`config.mk`:
```
export PLATFORM = sky130hd
export DESIGN_NAME = scsm_top
export DESIGN_NICKNAME = d
export VERILOG_FILES = /design/src/logic/scsm_pkg.sv /design/src/logic/scsm_top.sv
export VERILOG_INCLUDE_DIRS = /design/src /design/src/logic
export SDC_FILE = /design/constraint.sdc
export NUM_CORES = 1
export LEC_CHECK = 0
export BUFFER_PORTS_ARGS = -buffer_cell sky130_fd_sc_hd__buf_4
export CAP_MARGIN = 20
export CORE_UTILIZATION = 45
export CTS_CLUSTER_DIAMETER = 120
export DETAILED_ROUTE_END_ITERATION = 16
export GPL_ROUTABILITY_DRIVEN = 0
export HOLD_SLACK_MARGIN = 0.06
export PLACE_DENSITY = 0.64
export SLEW_MARGIN = 5
export SYNTH_ARGS = -nofsm -noshare
export SYNTH_HDL_FRONTEND = slang
export SYNTH_SLANG_ARGS = --single-unit
export TNS_END_PERCENT = 50
```
`constraint.sdc`:
```
create_clock -name SYS_CLK_IN -period 3.9 [get_ports SYS_CLK_IN]
set_clock_uncertainty 0.2 [all_clocks]
set_input_delay 0.78 -clock SYS_CLK_IN [delete_from_list [all_inputs] [get_ports SYS_CLK_IN]]
set_output_delay 0.78 -clock SYS_CLK_IN [all_outputs]
set_load 0.02 [all_outputs]
```
`src/logic/scsm_cfg.svh`:
```
`ifndef SCSM_CFG_SVH
`define SCSM_CFG_SVH
// Register indices; byte address is four times the index
`define SCSM_IDX_MODE 12'h400
`define SCSM_IDX_CMD 12'h401
`define SCSM_IDX_FLAGS 12'h402
`define SCSM_IDX_STATE 12'h403
`define SCSM_IDX_TXRD 12'h422
`define SCSM_IDX_TXWR 12'h424
`define SCSM_IDX_RSR 12'h426
`define SCSM_IDX_RXRD 12'h428
// Command codes
`define SCSM_CMD_OPEN 8'h01
`define SCSM_CMD_LISTEN 8'h02
`define SCSM_CMD_CONNECT 8'h04
`define SCSM_CMD_TERMINATE 8'h08
`define SCSM_CMD_CLOSE 8'h10
`define SCSM_CMD_SEND 8'h20
`define SCSM_CMD_SEND_HW 8'h21
`define SCSM_CMD_KEEP 8'h22
`define SCSM_CMD_RECV 8'h40
// Protocol select codes, low nibble of the mode register
`define SCSM_PR_TCP 4'h1
`define SCSM_PR_UDP 4'h2
`define SCSM_PR_IPRAW 4'h3
`define SCSM_PR_MACRAW 4'h4
`define SCSM_PR_PPPOE 4'h5
// Event flag bit positions
`define SCSM_F_CON 0
`define SCSM_F_DISC 1
`define SCSM_F_RECV 2
`define SCSM_F_TOUT 3
`define SCSM_F_SENDOK 4
// Reset values and timing
`define SCSM_RST_BYTE 8'h00
`define SCSM_RST_PTR 16'h0000
`define SCSM_TIMEWAIT_CYC 64
`endif

```
`src/logic/scsm_pkg.sv`:
```
`default_nettype none
package scsm_pkg;
    // Socket state codes as shown in the state register
    typedef enum logic [7:0] {
        ST_CLOSED = 8'h00, ST_ARP_TCP = 8'h11, ST_INIT = 8'h13,
        ST_LISTEN = 8'h14, ST_SYNSENT = 8'h15, ST_SYNRECV = 8'h16,
        ST_ESTAB = 8'h17, ST_FINWAIT = 8'h18, ST_CLOSING = 8'h1a,
        ST_TIMEWAIT = 8'h1b, ST_CLOSEWAIT = 8'h1c, ST_LASTACK = 8'h1d,
        ST_ARP_UDP = 8'h21, ST_UDP = 8'h22, ST_ARP_RAW = 8'h31,
        ST_IPRAW = 8'h32, ST_MACRAW = 8'h42, ST_PPPOE = 8'h5f
    } scsm_state_t;
    // Requests to the link engine
    typedef enum logic [2:0] {
        ACT_NONE = 3'b000, ACT_ARP = 3'b001, ACT_SYN = 3'b010,
        ACT_SYNACK = 3'b011, ACT_FIN = 3'b100, ACT_DATA = 3'b101,
        ACT_PROBE = 3'b110
    } scsm_act_t;
    typedef struct packed {
        logic [7:0] mode;
        logic [7:0] cmd;
        logic [4:0] flags;
        scsm_state_t st;
        logic [15:0] txwr;
        logic [15:0] txrd;
        logic [15:0] txsnap;
        logic [15:0] rxrd;
        logic [15:0] rxcmt;
        logic [15:0] rxseen;
        logic busy;
        logic [15:0] twcnt;
        scsm_act_t act;
        logic [15:0] len;
        logic usehw;
        logic pready;
        logic perr;
        logic [31:0] prdata;
    } scsm_regs_t;
endpackage
`default_nettype wire

```
`src/logic/scsm_top.sv`:
```
`timescale 1ns/1ps
`default_nettype none
`include "scsm_cfg.svh"
module scsm_top
    import scsm_pkg::*;
#(
    parameter int SOCKET_INDEX = 0,
    parameter int TIMEWAIT_CYCLES = `SCSM_TIMEWAIT_CYC
) (
    input wire logic SYS_CLK_IN,
    input wire logic RST_N_IN,
    input wire logic PSEL_IN,
    input wire logic PENABLE_IN,
    input wire logic PWRITE_IN,
    input wire logic [15:0] PADDR_IN,
    input wire logic [31:0] PWDATA_IN,
    output logic [31:0] PRDATA_OUT,
    output logic PREADY_OUT,
    output logic PSLVERR_OUT,
    input wire logic PEER_SYN_IN,
    input wire logic PEER_ACK_IN,
    input wire logic PEER_FIN_IN,
    input wire logic ARP_REPLY_IN,
    input wire logic TIMEOUT_IN,
    input wire logic SEND_DONE_IN,
    input wire logic [15:0] RX_WR_PTR_IN,
    output logic [2:0] LINK_ACT_OUT,
    output logic [15:0] LINK_LEN_OUT,
    output logic LINK_USE_HWADDR_OUT,
    output logic [7:0] SOCK_STATE_OUT
);
    // Refuse settings the logic cannot serve
    if (SOCKET_INDEX < 0 || SOCKET_INDEX > 3 || TIMEWAIT_CYCLES < 1 || TIMEWAIT_CYCLES > 65535) begin : g_chk
        $error("scsm_top: bad SOCKET_INDEX or TIMEWAIT_CYCLES");
    end

    localparam logic [15:0] TW_LAST = 16'(TIMEWAIT_CYCLES - 1);

    scsm_regs_t r, n;

    // Byte address to word index; low two bits must be zero
    function automatic logic [11:0] idx_of(input logic [15:0] a);
        return a[13:2];
    endfunction

    function automatic logic idx_ok(input logic [15:0] a);
        logic [11:0] i;
        i = a[13:2];
        return a[1:0] == 2'b00 && a[15:14] == 2'b00 &&
            (i == `SCSM_IDX_MODE || i == `SCSM_IDX_CMD || i == `SCSM_IDX_FLAGS ||
             i == `SCSM_IDX_STATE || i == `SCSM_IDX_TXRD || i == `SCSM_IDX_TXWR ||
             i == `SCSM_IDX_RSR || i == `SCSM_IDX_RXRD);
    endfunction

    logic wr_en;
    logic cmd_wr;
    logic [4:0] clr_f;
    logic [4:0] set_f;
    assign wr_en = PSEL_IN & PENABLE_IN & r.pready & PWRITE_IN;
    assign cmd_wr = wr_en && idx_of(PADDR_IN) == `SCSM_IDX_CMD && PADDR_IN[1:0] == 2'b00;

    // Next-state logic: link events, then commands, then bus access
    always_comb begin
        n = r;
        set_f = 5'h00;
        clr_f = 5'h00;
        n.act = ACT_NONE;
        n.pready = PSEL_IN & ~PENABLE_IN;
        n.perr = 1'b0;
        n.prdata = 32'h0000_0000;
        // New data arrival raises the receive flag
        n.rxseen = RX_WR_PTR_IN;
        if (RX_WR_PTR_IN != r.rxseen) begin
            set_f[`SCSM_F_RECV] = 1'b1;
        end
        // Send completion: read pointer catches up with the snapshot
        if (r.busy && SEND_DONE_IN) begin
            n.busy = 1'b0;
            n.txrd = r.txsnap;
            set_f[`SCSM_F_SENDOK] = 1'b1;
        end
        // Peer driven progress of the socket
        case (r.st)
            ST_LISTEN: begin
                if (PEER_SYN_IN) begin
                    n.st = ST_SYNRECV;
                    n.act = ACT_SYNACK;
                end
            end
            ST_SYNRECV, ST_SYNSENT: begin
                if (TIMEOUT_IN) begin
                    n.st = ST_CLOSED;
                    set_f[`SCSM_F_TOUT] = 1'b1;
                end else if (PEER_ACK_IN) begin
                    n.st = ST_ESTAB;
                    set_f[`SCSM_F_CON] = 1'b1;
                end
            end
            ST_ARP_TCP: begin
                if (TIMEOUT_IN) begin
                    n.st = ST_CLOSED;
                    set_f[`SCSM_F_TOUT] = 1'b1;
                end else if (ARP_REPLY_IN) begin
                    n.st = ST_SYNSENT;
                    n.act = ACT_SYN;
                end
            end
            ST_ARP_UDP, ST_ARP_RAW: begin
                // Resolution failure drops the send but keeps the socket open
                if (TIMEOUT_IN) begin
                    n.st = (r.st == ST_ARP_UDP) ? ST_UDP : ST_IPRAW;
                    n.busy = 1'b0;
                    set_f[`SCSM_F_TOUT] = 1'b1;
                end else if (ARP_REPLY_IN) begin
                    n.st = (r.st == ST_ARP_UDP) ? ST_UDP : ST_IPRAW;
                    n.act = ACT_DATA;
                end
            end
            ST_ESTAB, ST_CLOSEWAIT: begin
                if (TIMEOUT_IN) begin
                    n.st = ST_CLOSED;
                    n.busy = 1'b0;
                    set_f[`SCSM_F_TOUT] = 1'b1;
                end else if (PEER_FIN_IN && r.st == ST_ESTAB) begin
                    n.st = ST_CLOSEWAIT;
                    set_f[`SCSM_F_DISC] = 1'b1;
                end
            end
            ST_FINWAIT, ST_CLOSING, ST_LASTACK: begin
                if (TIMEOUT_IN) begin
                    n.st = ST_CLOSED;
                    set_f[`SCSM_F_TOUT] = 1'b1;
                end else if (r.st == ST_LASTACK && PEER_ACK_IN) begin
                    n.st = ST_CLOSED;
                    set_f[`SCSM_F_DISC] = 1'b1;
                end else if (r.st == ST_CLOSING && PEER_ACK_IN) begin
                    n.st = ST_TIMEWAIT;
                    n.twcnt = 16'h0000;
                end else if (r.st == ST_FINWAIT && PEER_FIN_IN) begin
                    // Our FIN unanswered yet means simultaneous close
                    n.st = PEER_ACK_IN ? ST_TIMEWAIT : ST_CLOSING;
                    n.twcnt = 16'h0000;
                end
            end
            ST_TIMEWAIT: begin
                n.twcnt = r.twcnt + 16'h0001;
                if (r.twcnt == TW_LAST) begin
                    n.st = ST_CLOSED;
                    set_f[`SCSM_F_DISC] = 1'b1;
                end
            end
            default: begin
            end
        endcase
        // Command execution; any code is consumed in one cycle
        if (r.cmd != `SCSM_RST_BYTE) begin
            n.cmd = `SCSM_RST_BYTE;
            case (r.cmd)
                `SCSM_CMD_OPEN: begin
                    n.busy = 1'b0;
                    case (r.mode[3:0])
                        `SCSM_PR_TCP: n.st = ST_INIT;
                        `SCSM_PR_UDP: n.st = ST_UDP;
                        `SCSM_PR_IPRAW: n.st = ST_IPRAW;
                        `SCSM_PR_MACRAW: if (SOCKET_INDEX == 0) n.st = ST_MACRAW;
                        `SCSM_PR_PPPOE: if (SOCKET_INDEX == 0) n.st = ST_PPPOE;
                        default: begin
                        end
                    endcase
                end
                `SCSM_CMD_LISTEN: begin
                    if (r.st == ST_INIT && r.mode[3:0] == `SCSM_PR_TCP) n.st = ST_LISTEN;
                end
                `SCSM_CMD_CONNECT: begin
                    if (r.st == ST_INIT && r.mode[3:0] == `SCSM_PR_TCP) begin
                        n.st = ST_ARP_TCP;
                        n.act = ACT_ARP;
                    end
                end
                `SCSM_CMD_TERMINATE: begin
                    if (r.st == ST_ESTAB || r.st == ST_CLOSEWAIT) begin
                        n.st = (r.st == ST_ESTAB) ? ST_FINWAIT : ST_LASTACK;
                        n.act = ACT_FIN;
                    end
                end
                `SCSM_CMD_CLOSE: begin
                    n.st = ST_CLOSED;
                    n.busy = 1'b0;
                end
                `SCSM_CMD_SEND, `SCSM_CMD_SEND_HW: begin
                    // A send while one is in flight is dropped
                    if (!r.busy && (r.st == ST_ESTAB || r.st == ST_CLOSEWAIT || r.st == ST_UDP ||
                        r.st == ST_IPRAW || r.st == ST_MACRAW || r.st == ST_PPPOE) &&
                        (r.cmd == `SCSM_CMD_SEND || r.st == ST_UDP)) begin
                        n.busy = 1'b1;
                        n.txsnap = r.txwr;
                        n.len = r.txwr - r.txrd;
                        n.usehw = (r.cmd == `SCSM_CMD_SEND_HW);
                        if (r.cmd == `SCSM_CMD_SEND && r.st == ST_UDP) begin
                            n.st = ST_ARP_UDP;
                            n.act = ACT_ARP;
                        end else if (r.st == ST_IPRAW) begin
                            n.st = ST_ARP_RAW;
                            n.act = ACT_ARP;
                        end else begin
                            n.act = ACT_DATA;
                        end
                    end
                end
                `SCSM_CMD_KEEP: begin
                    if (!r.busy && r.st == ST_ESTAB) begin
                        n.act = ACT_PROBE;
                        n.len = 16'h0001;
                        n.usehw = 1'b0;
                    end
                end
                `SCSM_CMD_RECV: begin
                    n.rxcmt = r.rxrd;
                    if (r.rxseen != r.rxrd) set_f[`SCSM_F_RECV] = 1'b1;
                end
                default: begin
                end
            endcase
        end
        // Register reads are prepared in the setup cycle
        if (PSEL_IN && !PENABLE_IN) begin
            n.perr = ~idx_ok(PADDR_IN);
            case (idx_of(PADDR_IN))
                `SCSM_IDX_MODE: n.prdata = {24'h000000, r.mode};
                `SCSM_IDX_CMD: n.prdata = {24'h000000, r.cmd};
                `SCSM_IDX_FLAGS: n.prdata = {27'h0000000, r.flags};
                `SCSM_IDX_STATE: n.prdata = {24'h000000, r.st};
                `SCSM_IDX_TXRD: n.prdata = {16'h0000, r.txrd};
                `SCSM_IDX_TXWR: n.prdata = {16'h0000, r.txwr};
                `SCSM_IDX_RSR: n.prdata = {16'h0000, r.rxseen - r.rxcmt};
                `SCSM_IDX_RXRD: n.prdata = {16'h0000, r.rxrd};
                default: n.prdata = 32'h0000_0000;
            endcase
            if (n.perr) n.prdata = 32'h0000_0000;
        end
        // Writes land at the access edge
        if (wr_en && idx_ok(PADDR_IN)) begin
            case (idx_of(PADDR_IN))
                `SCSM_IDX_MODE: n.mode = PWDATA_IN[7:0];
                `SCSM_IDX_CMD: n.cmd = PWDATA_IN[7:0];
                `SCSM_IDX_FLAGS: clr_f = PWDATA_IN[4:0];
                `SCSM_IDX_TXWR: n.txwr = PWDATA_IN[15:0];
                `SCSM_IDX_RXRD: n.rxrd = PWDATA_IN[15:0];
                default: begin
                end
            endcase
        end
        // Sticky flags: a set in the clearing cycle wins
        n.flags = (r.flags & ~clr_f) | set_f;
    end

    // State register
    always_ff @(posedge SYS_CLK_IN or negedge RST_N_IN) begin
        if (!RST_N_IN) begin
            r <= '0;
        end else begin
            r <= n;
        end
    end

    assign PRDATA_OUT = r.prdata;
    assign PREADY_OUT = r.pready;
    assign PSLVERR_OUT = r.perr; // Error is only ever prepared alongside ready
    assign LINK_ACT_OUT = r.act;
    assign LINK_LEN_OUT = r.len;
    assign LINK_USE_HWADDR_OUT = r.usehw;
    assign SOCK_STATE_OUT = r.st;

    // Checks
    property p_cmd_clear;
        @(posedge SYS_CLK_IN) disable iff (!RST_N_IN)
        (r.cmd != 8'h00 && !cmd_wr) |=> (r.cmd == 8'h00);
    endproperty
    a_cmd_clear: assert property (p_cmd_clear) else $error("command not cleared");
    property p_open_tcp;
        @(posedge SYS_CLK_IN) disable iff (!RST_N_IN)
        (r.cmd == `SCSM_CMD_OPEN && r.mode[3:0] == `SCSM_PR_TCP) |=> (r.st == ST_INIT);
    endproperty
    a_open_tcp: assert property (p_open_tcp) else $error("open did not reach init");
    property p_listen;
        @(posedge SYS_CLK_IN) disable iff (!RST_N_IN)
        (r.cmd == `SCSM_CMD_LISTEN && r.st == ST_INIT && r.mode[3:0] == `SCSM_PR_TCP) |=> (r.st == ST_LISTEN);
    endproperty
    a_listen: assert property (p_listen) else $error("listen not entered");
    property p_close;
        @(posedge SYS_CLK_IN) disable iff (!RST_N_IN)
        (r.cmd == `SCSM_CMD_CLOSE) |=> (r.st == ST_CLOSED && !r.busy);
    endproperty
    a_close: assert property (p_close) else $error("close not immediate");
    property p_con_flag;
        @(posedge SYS_CLK_IN) disable iff (!RST_N_IN)
        (r.st != ST_ESTAB ##1 r.st == ST_ESTAB) |-> r.flags[`SCSM_F_CON];
    endproperty
    a_con_flag: assert property (p_con_flag) else $error("connect flag missing");
    property p_sticky;
        @(posedge SYS_CLK_IN) disable iff (!RST_N_IN)
        (r.flags[`SCSM_F_DISC] && !(wr_en && idx_of(PADDR_IN) == `SCSM_IDX_FLAGS && PWDATA_IN[1]))
        |=> r.flags[`SCSM_F_DISC];
    endproperty
    a_sticky: assert property (p_sticky) else $error("flag dropped without clear");
    property p_send_ok;
        @(posedge SYS_CLK_IN) disable iff (!RST_N_IN)
        (r.busy && SEND_DONE_IN) |=> (r.flags[`SCSM_F_SENDOK] && !r.busy && r.txrd == $past(r.txsnap));
    endproperty
    a_send_ok: assert property (p_send_ok) else $error("send completion wrong");
    property p_close_wait;
        @(posedge SYS_CLK_IN) disable iff (!RST_N_IN)
        (r.st == ST_ESTAB && PEER_FIN_IN && !TIMEOUT_IN && r.cmd == 8'h00) |=> (r.st == ST_CLOSEWAIT);
    endproperty
    a_close_wait: assert property (p_close_wait) else $error("no close-wait");
    property p_conn_tout;
        @(posedge SYS_CLK_IN) disable iff (!RST_N_IN)
        (r.st == ST_SYNSENT && TIMEOUT_IN && r.cmd == 8'h00) |=> (r.st == ST_CLOSED && r.flags[`SCSM_F_TOUT]);
    endproperty
    a_conn_tout: assert property (p_conn_tout) else $error("connect timeout wrong");
    property p_raw_frame;
        @(posedge SYS_CLK_IN) disable iff (!RST_N_IN)
        (r.cmd == `SCSM_CMD_OPEN && (r.mode[3:0] == `SCSM_PR_MACRAW || r.mode[3:0] == `SCSM_PR_PPPOE))
        |=> ((SOCKET_INDEX == 0) == (r.st == ST_MACRAW || r.st == ST_PPPOE));
    endproperty
    a_raw_frame: assert property (p_raw_frame) else $error("raw frame on other socket");
    c_estab: cover property (@(posedge SYS_CLK_IN) disable iff (!RST_N_IN) r.st == ST_SYNSENT ##1 r.st == ST_ESTAB);
    c_send: cover property (@(posedge SYS_CLK_IN) disable iff (!RST_N_IN) r.busy && SEND_DONE_IN);
    c_tw: cover property (@(posedge SYS_CLK_IN) disable iff (!RST_N_IN) r.st == ST_TIMEWAIT ##1 r.st == ST_CLOSED);
endmodule
`default_nettype wire

```
* Yosys cells after proc, flatten, opt, wreduce, memory -nomap -nowiden *
Cells that the tools add are included.
W data, S select, Z words.

operators by class
  add/subtract/negate cells = 3
  reduce and logical (&&, ||, !) cells = 49
  bitwise operators = 9
  multiplexer cells = 77
  eq/ne operators = 47

operator list
  operator                 count
  $mux W8                  24
  $pmux W16 S8             1
  $eq A12 B11 Y1 const B   8
  $eq A8 B5 Y1 const B     12
  $mux W16                 4
  $mux W20                 3
  $eq A8 B6 Y1 const B     7
  $pmux W8 S7              1
  $pmux W8 S6              1
  $pmux W8 S5              1
  $pmux W17 S2             1
  $mux W33                 1
  $mux W32                 1
  $ne A16 B16 Y1           2
  $pmux W16 S2             1
  $sub A16 B16 Y16         2
  $eq A8 B7 Y1 const B     3
  $mux W1                  21
  $mux W3                  7
  $add A16 B1 Y16 const B  1
  $eq A16 B6 Y1 const B    1
  $mux W5                  3
  $logic_and A1 B1 Y1      14
  $logic_or A1 B1 Y1       13
  other kinds (30)         52

word-level totals
  bits in registers = 196
  word-level logic and storage cells = 203
  input bits = 75
  output and inout port bits = 62

* Logic depth before layout (Yosys ltp) *
Gate-level depths: netlist (run 1).

  depth after elaboration = 14
  mapped depth = 12
  gate-level depth less buffers = 12

* Worst setup path before layout (run 1) *
No wires, ideal clock.

  path type = input -> register
  start point = input port PADDR_IN[3]
  end point = register r[156] (netlist name)
  arrival time = 2.498 ns
  required time = 3.575 ns
  cell stages on the path = 8
  setup slack = 1.077 ns
  cells stage by stage = clkbuf_1 mux2i_1 a21oi_1 o21bai_1 nor3b_2 nand3_1 clkbuf_1 mux2_2

on the way
  longest elaborated chain between the ends = 11

ends and longest elaborated chain
  item                                        RTL line         text
  start, declared                             scsm_top.sv:15   input wire logic [15:0] PADDR_IN,
  $eq A12 B11 Y1                              -
  $logic_or A1 B1 Y1 (no line) (7 in series)  -
  $logic_and A1 B1 Y1                         scsm_top.sv:49   return a[1:0] == 2'b00 && a[15:14] == 2'b00 &&
  $logic_and A1 B1 Y1                         scsm_top.sv:242  if (wr_en && idx_ok(PADDR_IN)) begin
  $reduce_and A2 Y1 (no line) *               -
  end signal, assigned                        scsm_top.sv:262  r <= n;
  end, declared                               scsm_top.sv:39   scsm_regs_t r, n;

Every way passes the cells marked *; elsewhere a longest branch is shown, timed or not.
A chain may end at the register's enable or synchronous reset.

* Worst setup path in the final report (run 1) *
  start point = register r (netlist bit SOCK_STATE_OUT[0])
  end point = register r (netlist bit LINK_LEN_OUT[4])

on the way
  longest elaborated chain between the ends = 10

ends and longest elaborated chain
  item                                    RTL line                          text
  $eq A8 B5 Y1, on equally long branches  scsm_top.sv:192, scsm_top.sv:211
  $logic_or A1 B1 Y1 (3 in series)        scsm_top.sv:192                   if (!r.busy && (r.st == ST_ESTAB || r.st == ST_CLOSEWAIT || r.st == ST_UDP ||
  $logic_or A1 B1 Y1 (2 in series)        scsm_top.sv:193                   r.st == ST_IPRAW || r.st == ST_MACRAW || r.st == ST_PPPOE) &&
  $logic_and A1 B1 Y1 (2 in series)       scsm_top.sv:192
  $ne A2 B2 Y1 (no line)                  -
  $reduce_and A4 Y1 (no line) *           -

Marks and branches as above.

==> results of run 1 <==
[power by group]
part / switching (mW) / internal (mW)
combinational: 0.381 / 0.266
clock: 0.792 / 0.964
sequential: 0.0857 / 1.91
[cell families after synthesis]
logic type	after synthesis	share of synthesized area
XOR/XNOR	79	0.0670
buffers and inverters	143	0.0746
other	1	0.000363
adder cells (fa/ha/maj)	33	0.0414
flip-flops	180	0.436
multiplexers	100	0.109
AO/OA/AOI/OAI	187	0.120
AND/OR/NAND/NOR	301	0.152
[layer usage]
| metal | part of all wire | up-vias |
|---|---|---|
| met5 | 0 | - |
| met4 | 0.029 | 0 |
| met3 | 0.058 | 58 |
| met2 | 0.48 | 266 |
| met1 | 0.43 | 3856 |
| li1 | - | 3722 |
[worst register-to-register path: stages (launching register included)]
cell	delay (ns)
dfrtp_1	0.64
nor2_1	0.18
nand2_1	0.10
a21oi_1	0.14
a41oi_1	0.29
a21oi_1	0.16
o21ai_4	0.79
buf_4	0.37
nand3_1	0.11
o31ai_1	0.11
[registers in the layout (all words and copies together) (netlist names)]
name	cells
r	134
LINK_LEN_OUT	16
PRDATA_OUT	16
SOCK_STATE_OUT	8
LINK_ACT_OUT	3
LINK_USE_HWADDR_OUT	1
PREADY_OUT	1
PSLVERR_OUT	1
[synthesized netlist by cell type, types with 21 or more instances]
library cell	count
xor2_1	30
o21ai_0	49
buf_4	60
a21oi_1	40
nand3_1	40
nand4_1	21
clkbuf_1	33
ha_1	31
inv_1	41
dfrtp_1	180
xnor2_1	49
nor2_1	52
nand2_1	75
mux2_2	96
[final cells by class]
| class | instances | share of cell area |
|---|---|---|
| clock inverters | 14 | 0.0147 |
| clock buffers | 17 | 0.0363 |
| repair buffers | 127 | 0.0828 |
| well taps | 285 | 0.0305 |
| multi-input cells | 716 | 0.438 |
| inverters | 41 | 0.0131 |
| flip-flops and latches | 180 | 0.385 |
[worst min-delay path by stage]
stage	slack, ns	endpoint	from	cells past startpoint
floorplan	0.25	r[119]	r[119]	2
global placement	0.26	r[119]	r[119]	2
detailed placement	0.27	r[119]	r[119]	2
CTS	0.07	SOCK_STATE_OUT[6]	RST_N_IN	1
global route	0.08	SOCK_STATE_OUT[7]	RST_N_IN	1
finish	0.06	SOCK_STATE_OUT[7]	RST_N_IN	1
==> impl_results.md, run 1 <==
* Outcome: completed
* Post-CTS resize count at 0
* Vias per cell at 5.73
* Die H at 153 um
* Syn. warnings at 0
* Worst VDD drop at about 370 uV
* Main area contributors after synthesis: dfrtp_1 44%, mux2_2 10%, buf_4 4.4%, xnor2_1 4.2%, ha_1 3.8%
* Crit Path Max Fanout at 36
* Fin Setup TNS at 0 ns
* Post-synth EDFFs at 0
* DRT iter0 DRCs at 575
* GR Util met1 at 0.292
* FILL cells at 2090
* Buffers & Inverters on Critical Path at 1
* Fmax at 314 MHz
* Busiest grt layer: met2
* Width of the chip at 153 um
* CP Capture Type: flip-flop
* Leading cell type in the layout, fill and taps excluded: dfrtp_1
* Core area at 0.0226 sq mm
* Worst path most repeated cell: a21oi_1
* Multi-input logic area at 0.00512 sq mm
* Clock slew at reported path FFs at around 0.080 ns
* Clock Tree Root: clkbuf_16
* Worst path depth at 9
* Overall routing resource usage at 0.226
* Worst-case clock buffer depth at 2
* Critical Path Max Stage Delay at slightly below 0.8 ns
* First-pass GRT wire length at between 40000 and 50000 um
* Fin area at 0.0117 sq mm
* RR Startpoint: SOCK_STATE_OUT[0]
* Leak pwr at 5.33 nW
* Placed Area at 0.0111 sq mm
* Met2 usage at 0.374
* CTS tree: built
* RR Endpoint: LINK_LEN_OUT[4]
* Final setup margin at 0.716 ns
* Clk sink count at 180
* Post CTS Setup Buffer Count at 0
* Slew HR at 0.325
* CTS Hold Buffers Added at 0
* Final hold slack at around 0.063 ns
* Layout cells sized above 1 at 0.242
* Clk_lat worst skew at about 0.43 ns
* CP startpoint kind: flip-flop
* Max Cap Viol at 0
* Remaining antenna violation count at 0
* Measured slew at the worst slew-check pin at 1.01 ns
* RSZ-0062 raised after global routing: no
* Post-detail-place hpwl at roughly 19000 um
* FFs w/ async S/R, synth at 1.00
* Antenna violations before repair at 0
* Fin. Hold Viols at 0
* Seq. cell area at 0.00450 sq mm
* Post-Layout Cell Count at 1380
* Ports at 137
* Fin util at 0.519
* Synth Register Bits at 180
* Critical Path Start: SOCK_STATE_OUT[0]
* DP Worst Slack at about 0.73 ns
* Power Total at 4.40 mW
* CP Data Required Time at 4.03 ns
* PortBufs at roughly 100
* Number of H-tree levels at 4
* Remaining Overflow, GRT at 0
* Distinct cells, synth at 68
* Largest area contributor in the netlist: dfrtp_1
* CP top delay family: compound AO/OA/AOI/OAI gates
* Pwr per Cell Area at 376 mW/mm^2
* Via total after detailed routing at a little under 8000
* CP cell instances: nor2_1, nand2_1, a21oi_1, a41oi_1, a21oi_1, o21ai_4, buf_4, nand3_1, o31ai_1
* Antenna cells at 0
* Top cell type's share of synthesized area at 0.436
* Die Area at 0.0236 sq mm
* M3 GR Usage at 0.0493
* Hold crit path type: in -> async
* Gate Count Post-Synth at 1024
* DRC Markers at 0
* Period utilisation layout at 0.817
* R2R cell count at 9
* Most frequent cells in the layout: 180 x dfrtp_1, 125 x buf_4, 96 x mux2_2
* Mean routed wirelength per cell at 18.5 um
* Crit Path Class: reg -> reg
* CTS buffer count at 17
* # setup viols final at 0
* Synthesized area per cell at 10.1 sq um
* Slowest cell on the critical path: o21ai_4
* Starting Density at 0.457
* Sequential share of the synthesized area at 0.436
* Nets@finish at 1191
* Critical path destination: LINK_LEN_OUT[4]
* Pin count of the biggest net entering global routing at 74
* Worst R2R Setup Slack at just over 0.7 ns
* Synthesized area at 0.0103 sq mm
* Drt first pass iters at 6
* Post-Place Cells at ~1300
* CP arrival at 3.32 ns
* WL final at 25500 um
* Vias in the first global route at about 7800
* Pins over their slew limit at 0
* Final min period at 3.18 ns
* Main flop type after synthesis: dfrtp_1
* FP Rows at 55
* Area added between synthesis and finish at 13.4%
No activity file was read; power rests on OpenSTA's default activity.
==> inputs of run 2 (changes only) <==
==> constraint.sdc (replaced) <==
create_clock -name SYS_CLK_IN -period 2.98 [get_ports SYS_CLK_IN]
set_clock_uncertainty 0.2 [all_clocks]
set_input_delay 0.596 -clock SYS_CLK_IN [delete_from_list [all_inputs] [get_ports SYS_CLK_IN]]
set_output_delay 0.596 -clock SYS_CLK_IN [all_outputs]
set_load 0.02 [all_outputs]
==> impl_results.md, run 2 (synthesis results as in run 1) <==
* Outcome: completed
* Met2 usage at 0.394
* Antenna cells at 0
* Nets@finish at 1220
* Period utilisation layout at 0.939
* Most frequent cells in the layout: 180 x dfrtp_1, 142 x buf_4, 96 x mux2_2
* Measured slew at the worst slew-check pin at 0.765 ns
* Leak pwr at 5.51 nW
* DRT iter0 DRCs at 556
* Placed Area at 0.0113 sq mm
* FP Rows at 55
* Mean routed wirelength per cell at ~18 um
* Width of the chip at 153 um
* CP arrival at 2.94 ns
* WL final at roughly 26000 um
* Max Cap Viol at 0
* Worst R2R Setup Slack at 0.18 ns
* Number of flip-flops under the largest register name at 134
* Drt first pass iters at 7
* Layout cells sized above 1 at 0.256
* Fin. Hold Viols at 0
* # setup viols final at 0
* Worst-case clock buffer depth at 2
* Fin area at 0.0120 sq mm
* Crit Path Max Fanout at 3
* DRC Markers at 0
* Post-Layout Cell Count at around 1400
* Combinational share of power at 0.165
* CP startpoint kind: flip-flop
* CP Capture Type: flip-flop
* Pins over their slew limit at 0
* Via total after detailed routing at about 8000
* Pin count of the biggest net entering global routing at 60
* Final min period at between 2 and 3 ns
* Remaining antenna violation count at 0
* CTS tree: built
* Psw at about 1.6 mW
* Vias in the first global route at 7886
* Clock power share at 0.399
* Hold crit path type: in -> reg
* Vias per cell at 5.69
* Seq pwr share at 0.436
* Starting Density at 0.457
* CTS buffer count at 17
* Antenna violations before repair at 0
* Post-detail-place hpwl at 19500 um
* GR Util met1 at 0.299
* Number of H-tree levels at 4
* Slew HR at 0.486
* FILL cells at 2049
* Leading cell type in the layout, fill and taps excluded: dfrtp_1
* Ports at between 100 and 150
* Clk sink count at between 150 and 200
* Area added between synthesis and finish at 16.5%
* Fmax at ~360 MHz
* Overall routing resource usage at 0.231
* Remaining Overflow, GRT at 0
* Worst VDD drop at 467 uV
* Largest reg by FF count: r
* Clk_lat worst skew at approximately 0.44 ns
* Pwr per Cell Area at 489 mW/mm^2
* Net Sw Frac at 0.276
* Core area at roughly 0.023 sq mm
* Crit Path Class: reg -> reg
* PortBufs at 104
* First-pass GRT wire length at 42300 um
* Post-Place Cells at 1370
* Clock slew at reported path FFs at 0.07 ns
* Die H at around 150 um
* Die Area at 0.0236 sq mm
* CP Data Required Time at 3.12 ns
* Busiest grt layer: met2
* M3 GR Usage at 0.0363
* Internal power at 4.26 mW
* Clock Tree Root: clkbuf_16
==> run 2: changes by cell type in the layout (fill, tap and decap cells not counted), moves of 3 or more <==
cell and change:
clkbuf_8 +4, buf_4 +17, buf_12 +4, clkinvlp_4 -3, dlygate4sd3_1 +8
==> run 2: power groups by stage <==
| stage | registers, mW | logic, mW | clock network, mW |
|---|---|---|---|
| 2_1_floorplan | 2.61 | 0.586 | 0 |
| 3_3_place_gp | 2.60 | 0.944 | 0 |
| 3_5_place_dp | 2.61 | 0.947 | 0 |
| 4_1_cts | 2.56 | 0.961 | 2.39 |
| 5_1_grt | 2.57 | 1.06 | 2.49 |
| 6_report | 2.56 | 0.970 | 2.35 |
==> run 2: area by class of cell <==
cell class	instances	area, sq um	share of cell area
Inverter	41	154	0.0128
Multi-Input combinational cell	716	5130	0.427
Sequential cell	180	4500	0.375
Clock inverter	10	135	0.0112
Tap cell	285	357	0.0297
Clock buffer	22	484	0.0403
Timing Repair Buffer	156	1260	0.105
==> run 2: metrics by stage <==
stage	total power [mW]	util	worst slack, ns	hold WS [ns]	setup TNS (ns)
2_1_floorplan	3.19	-	0.341	0.100	0
3_3_place_gp	3.55	0.501	0.189	0.258	0
3_5_place_dp	3.56	0.501	0.129	0.271	0
4_1_cts	5.92	0.532	0.126	0.0607	0
5_1_grt	6.12	0.533	-0.00825	0.0637	-0.0123
6_report	5.88	0.533	0.182	0.0711	0
==> run 2: critical path, stage by stage, from the launching register on <==
cell      delay, ns
dfrtp_1        0.42
inv_1          0.07
ha_1           0.16
inv_1          0.05
fa_1           0.42
a211oi_2       0.25
o21ai_0        0.20
a31oi_1        0.29
o21ai_0        0.18
xor2_1         0.17
nand2_1        0.07
a21oi_1        0.21
==> run 2: routing by layer <==
metal,part of all wire,wire (um),vias up
met5,0,0,-
met4,0.023,610,0
met3,0.049,1280,41
met2,0.49,12800,256
met1,0.43,11300,3946
li1,-,-,3778
==> run 2: path summary, 6_finish.rpt <==
path / start / to / cells past startpoint
max: r[71] / PRDATA_OUT[10] / 11
max reg2reg: r[71] / PRDATA_OUT[10] / 11
min reg2reg: r[120] / r[120] / 2
min: RX_WR_PTR_IN[3] / r[74] / 1
min in group asynchronous: RST_N_IN / SOCK_STATE_OUT[5] / 2
max in group asynchronous: RST_N_IN / r[130] / 3
==> run 2: timing repair <==
item | in CTS | in global routing
endpoints found under the setup margin | 0 | 4
hold buffers | 8 | 0
resized for setup | 0 | 3
hold endpoints to repair | 61 | 0
setup buffers | 0 | 0
==> inputs of run 3 (changes only) <==
--- a/config.mk
+++ b/config.mk
@@ -8,12 +8,12 @@
 export LEC_CHECK = 0
 export BUFFER_PORTS_ARGS = -buffer_cell sky130_fd_sc_hd__buf_4
 export CAP_MARGIN = 20
-export CORE_UTILIZATION = 45
+export CORE_UTILIZATION = 29
 export CTS_CLUSTER_DIAMETER = 120
 export DETAILED_ROUTE_END_ITERATION = 16
 export GPL_ROUTABILITY_DRIVEN = 0
 export HOLD_SLACK_MARGIN = 0.06
-export PLACE_DENSITY = 0.64
+export PLACE_DENSITY = 0.45
 export SLEW_MARGIN = 5
 export SYNTH_ARGS = -nofsm -noshare
 export SYNTH_HDL_FRONTEND = slang
==> impl_results.md, run 3 (synthesis results as in run 1) <==
* Combinational share of power at 0.169
* Seq pwr share at 0.440
* Highest routed layer: met4
* Ports at ~140
* # setup viols final at 0
* PortBufs at around 100
* Post-Layout Cell Count at between 1500 and 2000
* First-pass GRT wire length at 46600 um
* Outcome: completed
* Antenna cells at 0
* Placed Area at 0.0116 sq mm
* Net Sw Frac at 0.296
* Largest reg by FF count: r
* Pins over their slew limit at 0
* Final hold slack at 0.0830 ns
* Crit Path Max Fanout at 3
* Hold crit path type: in -> reg
* Die Area at 0.0364 sq mm
* Most frequent cells in the layout: 180 x dfrtp_1, 147 x buf_4, 96 x mux2_2
* Buffers & Inverters on Critical Path at 2
* Power Total at 5.83 mW
* Post-Place Cells at 1547
* RSZ-0062 raised after global routing: no
* Remaining Overflow, GRT at 0
* CP startpoint kind: flip-flop
* Via total after detailed routing at between 7000 and 8000
* Met3 WL at 1180 um
* Area added between synthesis and finish at 19.7%
* Fmax at 355 MHz
* Vias per cell at 4.94
* Width of the chip at 191 um
* Leak pwr at 5.57 nW
* Pin count of the biggest net entering global routing at 63
* Critical Path Max Stage Delay at 0.43 ns
* Nets@finish at 1235
* CP Capture Type: flip-flop
* Final min period at 2.82 ns
* Worst-case clock buffer depth at 2
* Vias in the first global route at 8195
* Slowest cell on the critical path: fa_1
* Leading cell type in the layout, fill and taps excluded: dfrtp_1
* Fin area at between 0.01 and 0.015 sq mm
* Remaining antenna violation count at 0
* Psw at 1.72 mW
* WL final at 29000 um
* Internal power at 4.10 mW
* DRC Markers at 0
* CTS tree: built
* Post CTS Setup Buffer Count at 0
* DRT iter0 DRCs at 465
* Crit Path Class: reg -> reg
* FP Rows at 68
* Clock Tree Root: clkbuf_16
* Met2 WL at 14300 um
* Core area at 0.0348 sq mm
* Clk sink count at 180
* Final setup margin at 0.162 ns
* Pwr per Cell Area at between 400 and 500 mW/mm^2
* Metal-1 WL at 13000 um
* Number of H-tree levels at 4
* Antenna violations before repair at 0
* CP arrival at 2.99 ns
* Layout cells sized above 1 at 0.259
* Post-detail-place hpwl at between 20000 and 25000 um
* Number of flip-flops under the largest register name at 134
* Mean routed wirelength per cell at 18.2 um
* Overall routing resource usage at 0.168
* CP cell instances: inv_1, ha_1, inv_1, fa_1, a211oi_1, o21ai_1, a31oi_1, o21bai_1, a31oi_1, xnor2_1, nand2_1, a21oi_1
* Fin. Hold Viols at 0
* Drt first pass iters at 5
* Max Cap Viol at 0
* Fin Setup TNS at 0 ns
* Clock power share at 0.391
* Measured slew at the worst slew-check pin at 0.764 ns
* Clk_lat worst skew at 0.45 ns
* Starting Density at 0.297
* Worst VDD drop at 365 uV
* Die H at 191 um
* Period utilisation layout at 0.945
* CP Data Required Time at roughly 3.2 ns
* Clock slew at reported path FFs at about 0.080 ns
* CTS buffer count at 17
* CP top delay family: compound AO/OA/AOI/OAI gates
* Slew HR at 0.489
* Fin util at 0.355
* DP Worst Slack at 0.136 ns
==> run 3: worst register-to-register path: cells and delay by family, from the launching register on <==
family          cells  cell delay [ns]
xor+xnor            1             0.14
flops               1             0.40
fa+ha+maj           2             0.59
simple gates        1             0.08
compound gates      6             1.22
buf+inv             2             0.12
==> run 3: per-layer routing <==
layer  GRT usage  vias to the layer above
met2       0.283                      177
met3      0.0276                       36
met1       0.219                     3850
met5           0                        -
met4      0.0572                        0
li1            -                     3812
==> run 3: repair_timing <==
item                                    4_1_cts  5_1_grt
hold buffers                                 15        1
gates resized for setup                       0        1
endpoints found under the setup margin        0        2
hold endpoints to repair                     72        1
==> run 3: cell type report <==
| type | count | area (sq um) |
|---|---|---|
| tap | 455 | 569 |
| inverter | 41 | 154 |
| clock inverter | 15 | 161 |
| fill | 3590 | 22400 |
| timing repair buffer | 171 | 1420 |
| multi-input combinational | 716 | 5130 |
| sequential | 180 | 4500 |
| clock buffer | 17 | 425 |
==> run 3: path summary, 6_finish.rpt <==
check | start | to | slack [ns] | cells past startpoint
min in group asynchronous | RST_N_IN | PSLVERR_OUT | 0.52 | 2
max in group asynchronous | RST_N_IN | r[158] | 1.36 | 3
min reg2reg | r[119] | r[119] | 0.28 | 2
max reg2reg | r[71] | PRDATA_OUT[14] | 0.16 | 12
min | RX_WR_PTR_IN[12] | r[83] | 0.08 | 1
max | r[71] | PRDATA_OUT[14] | 0.16 | 12
==> run 3: power groups by stage <==
stage	registers (mW)	logic, mW	clock network (mW)
2_1_floorplan	2.61	0.586	0
3_3_place_gp	2.61	0.974	0
3_5_place_dp	2.61	0.964	0
4_1_cts	2.57	0.985	2.35
5_1_grt	2.58	1.09	2.46
6_report	2.57	0.985	2.28
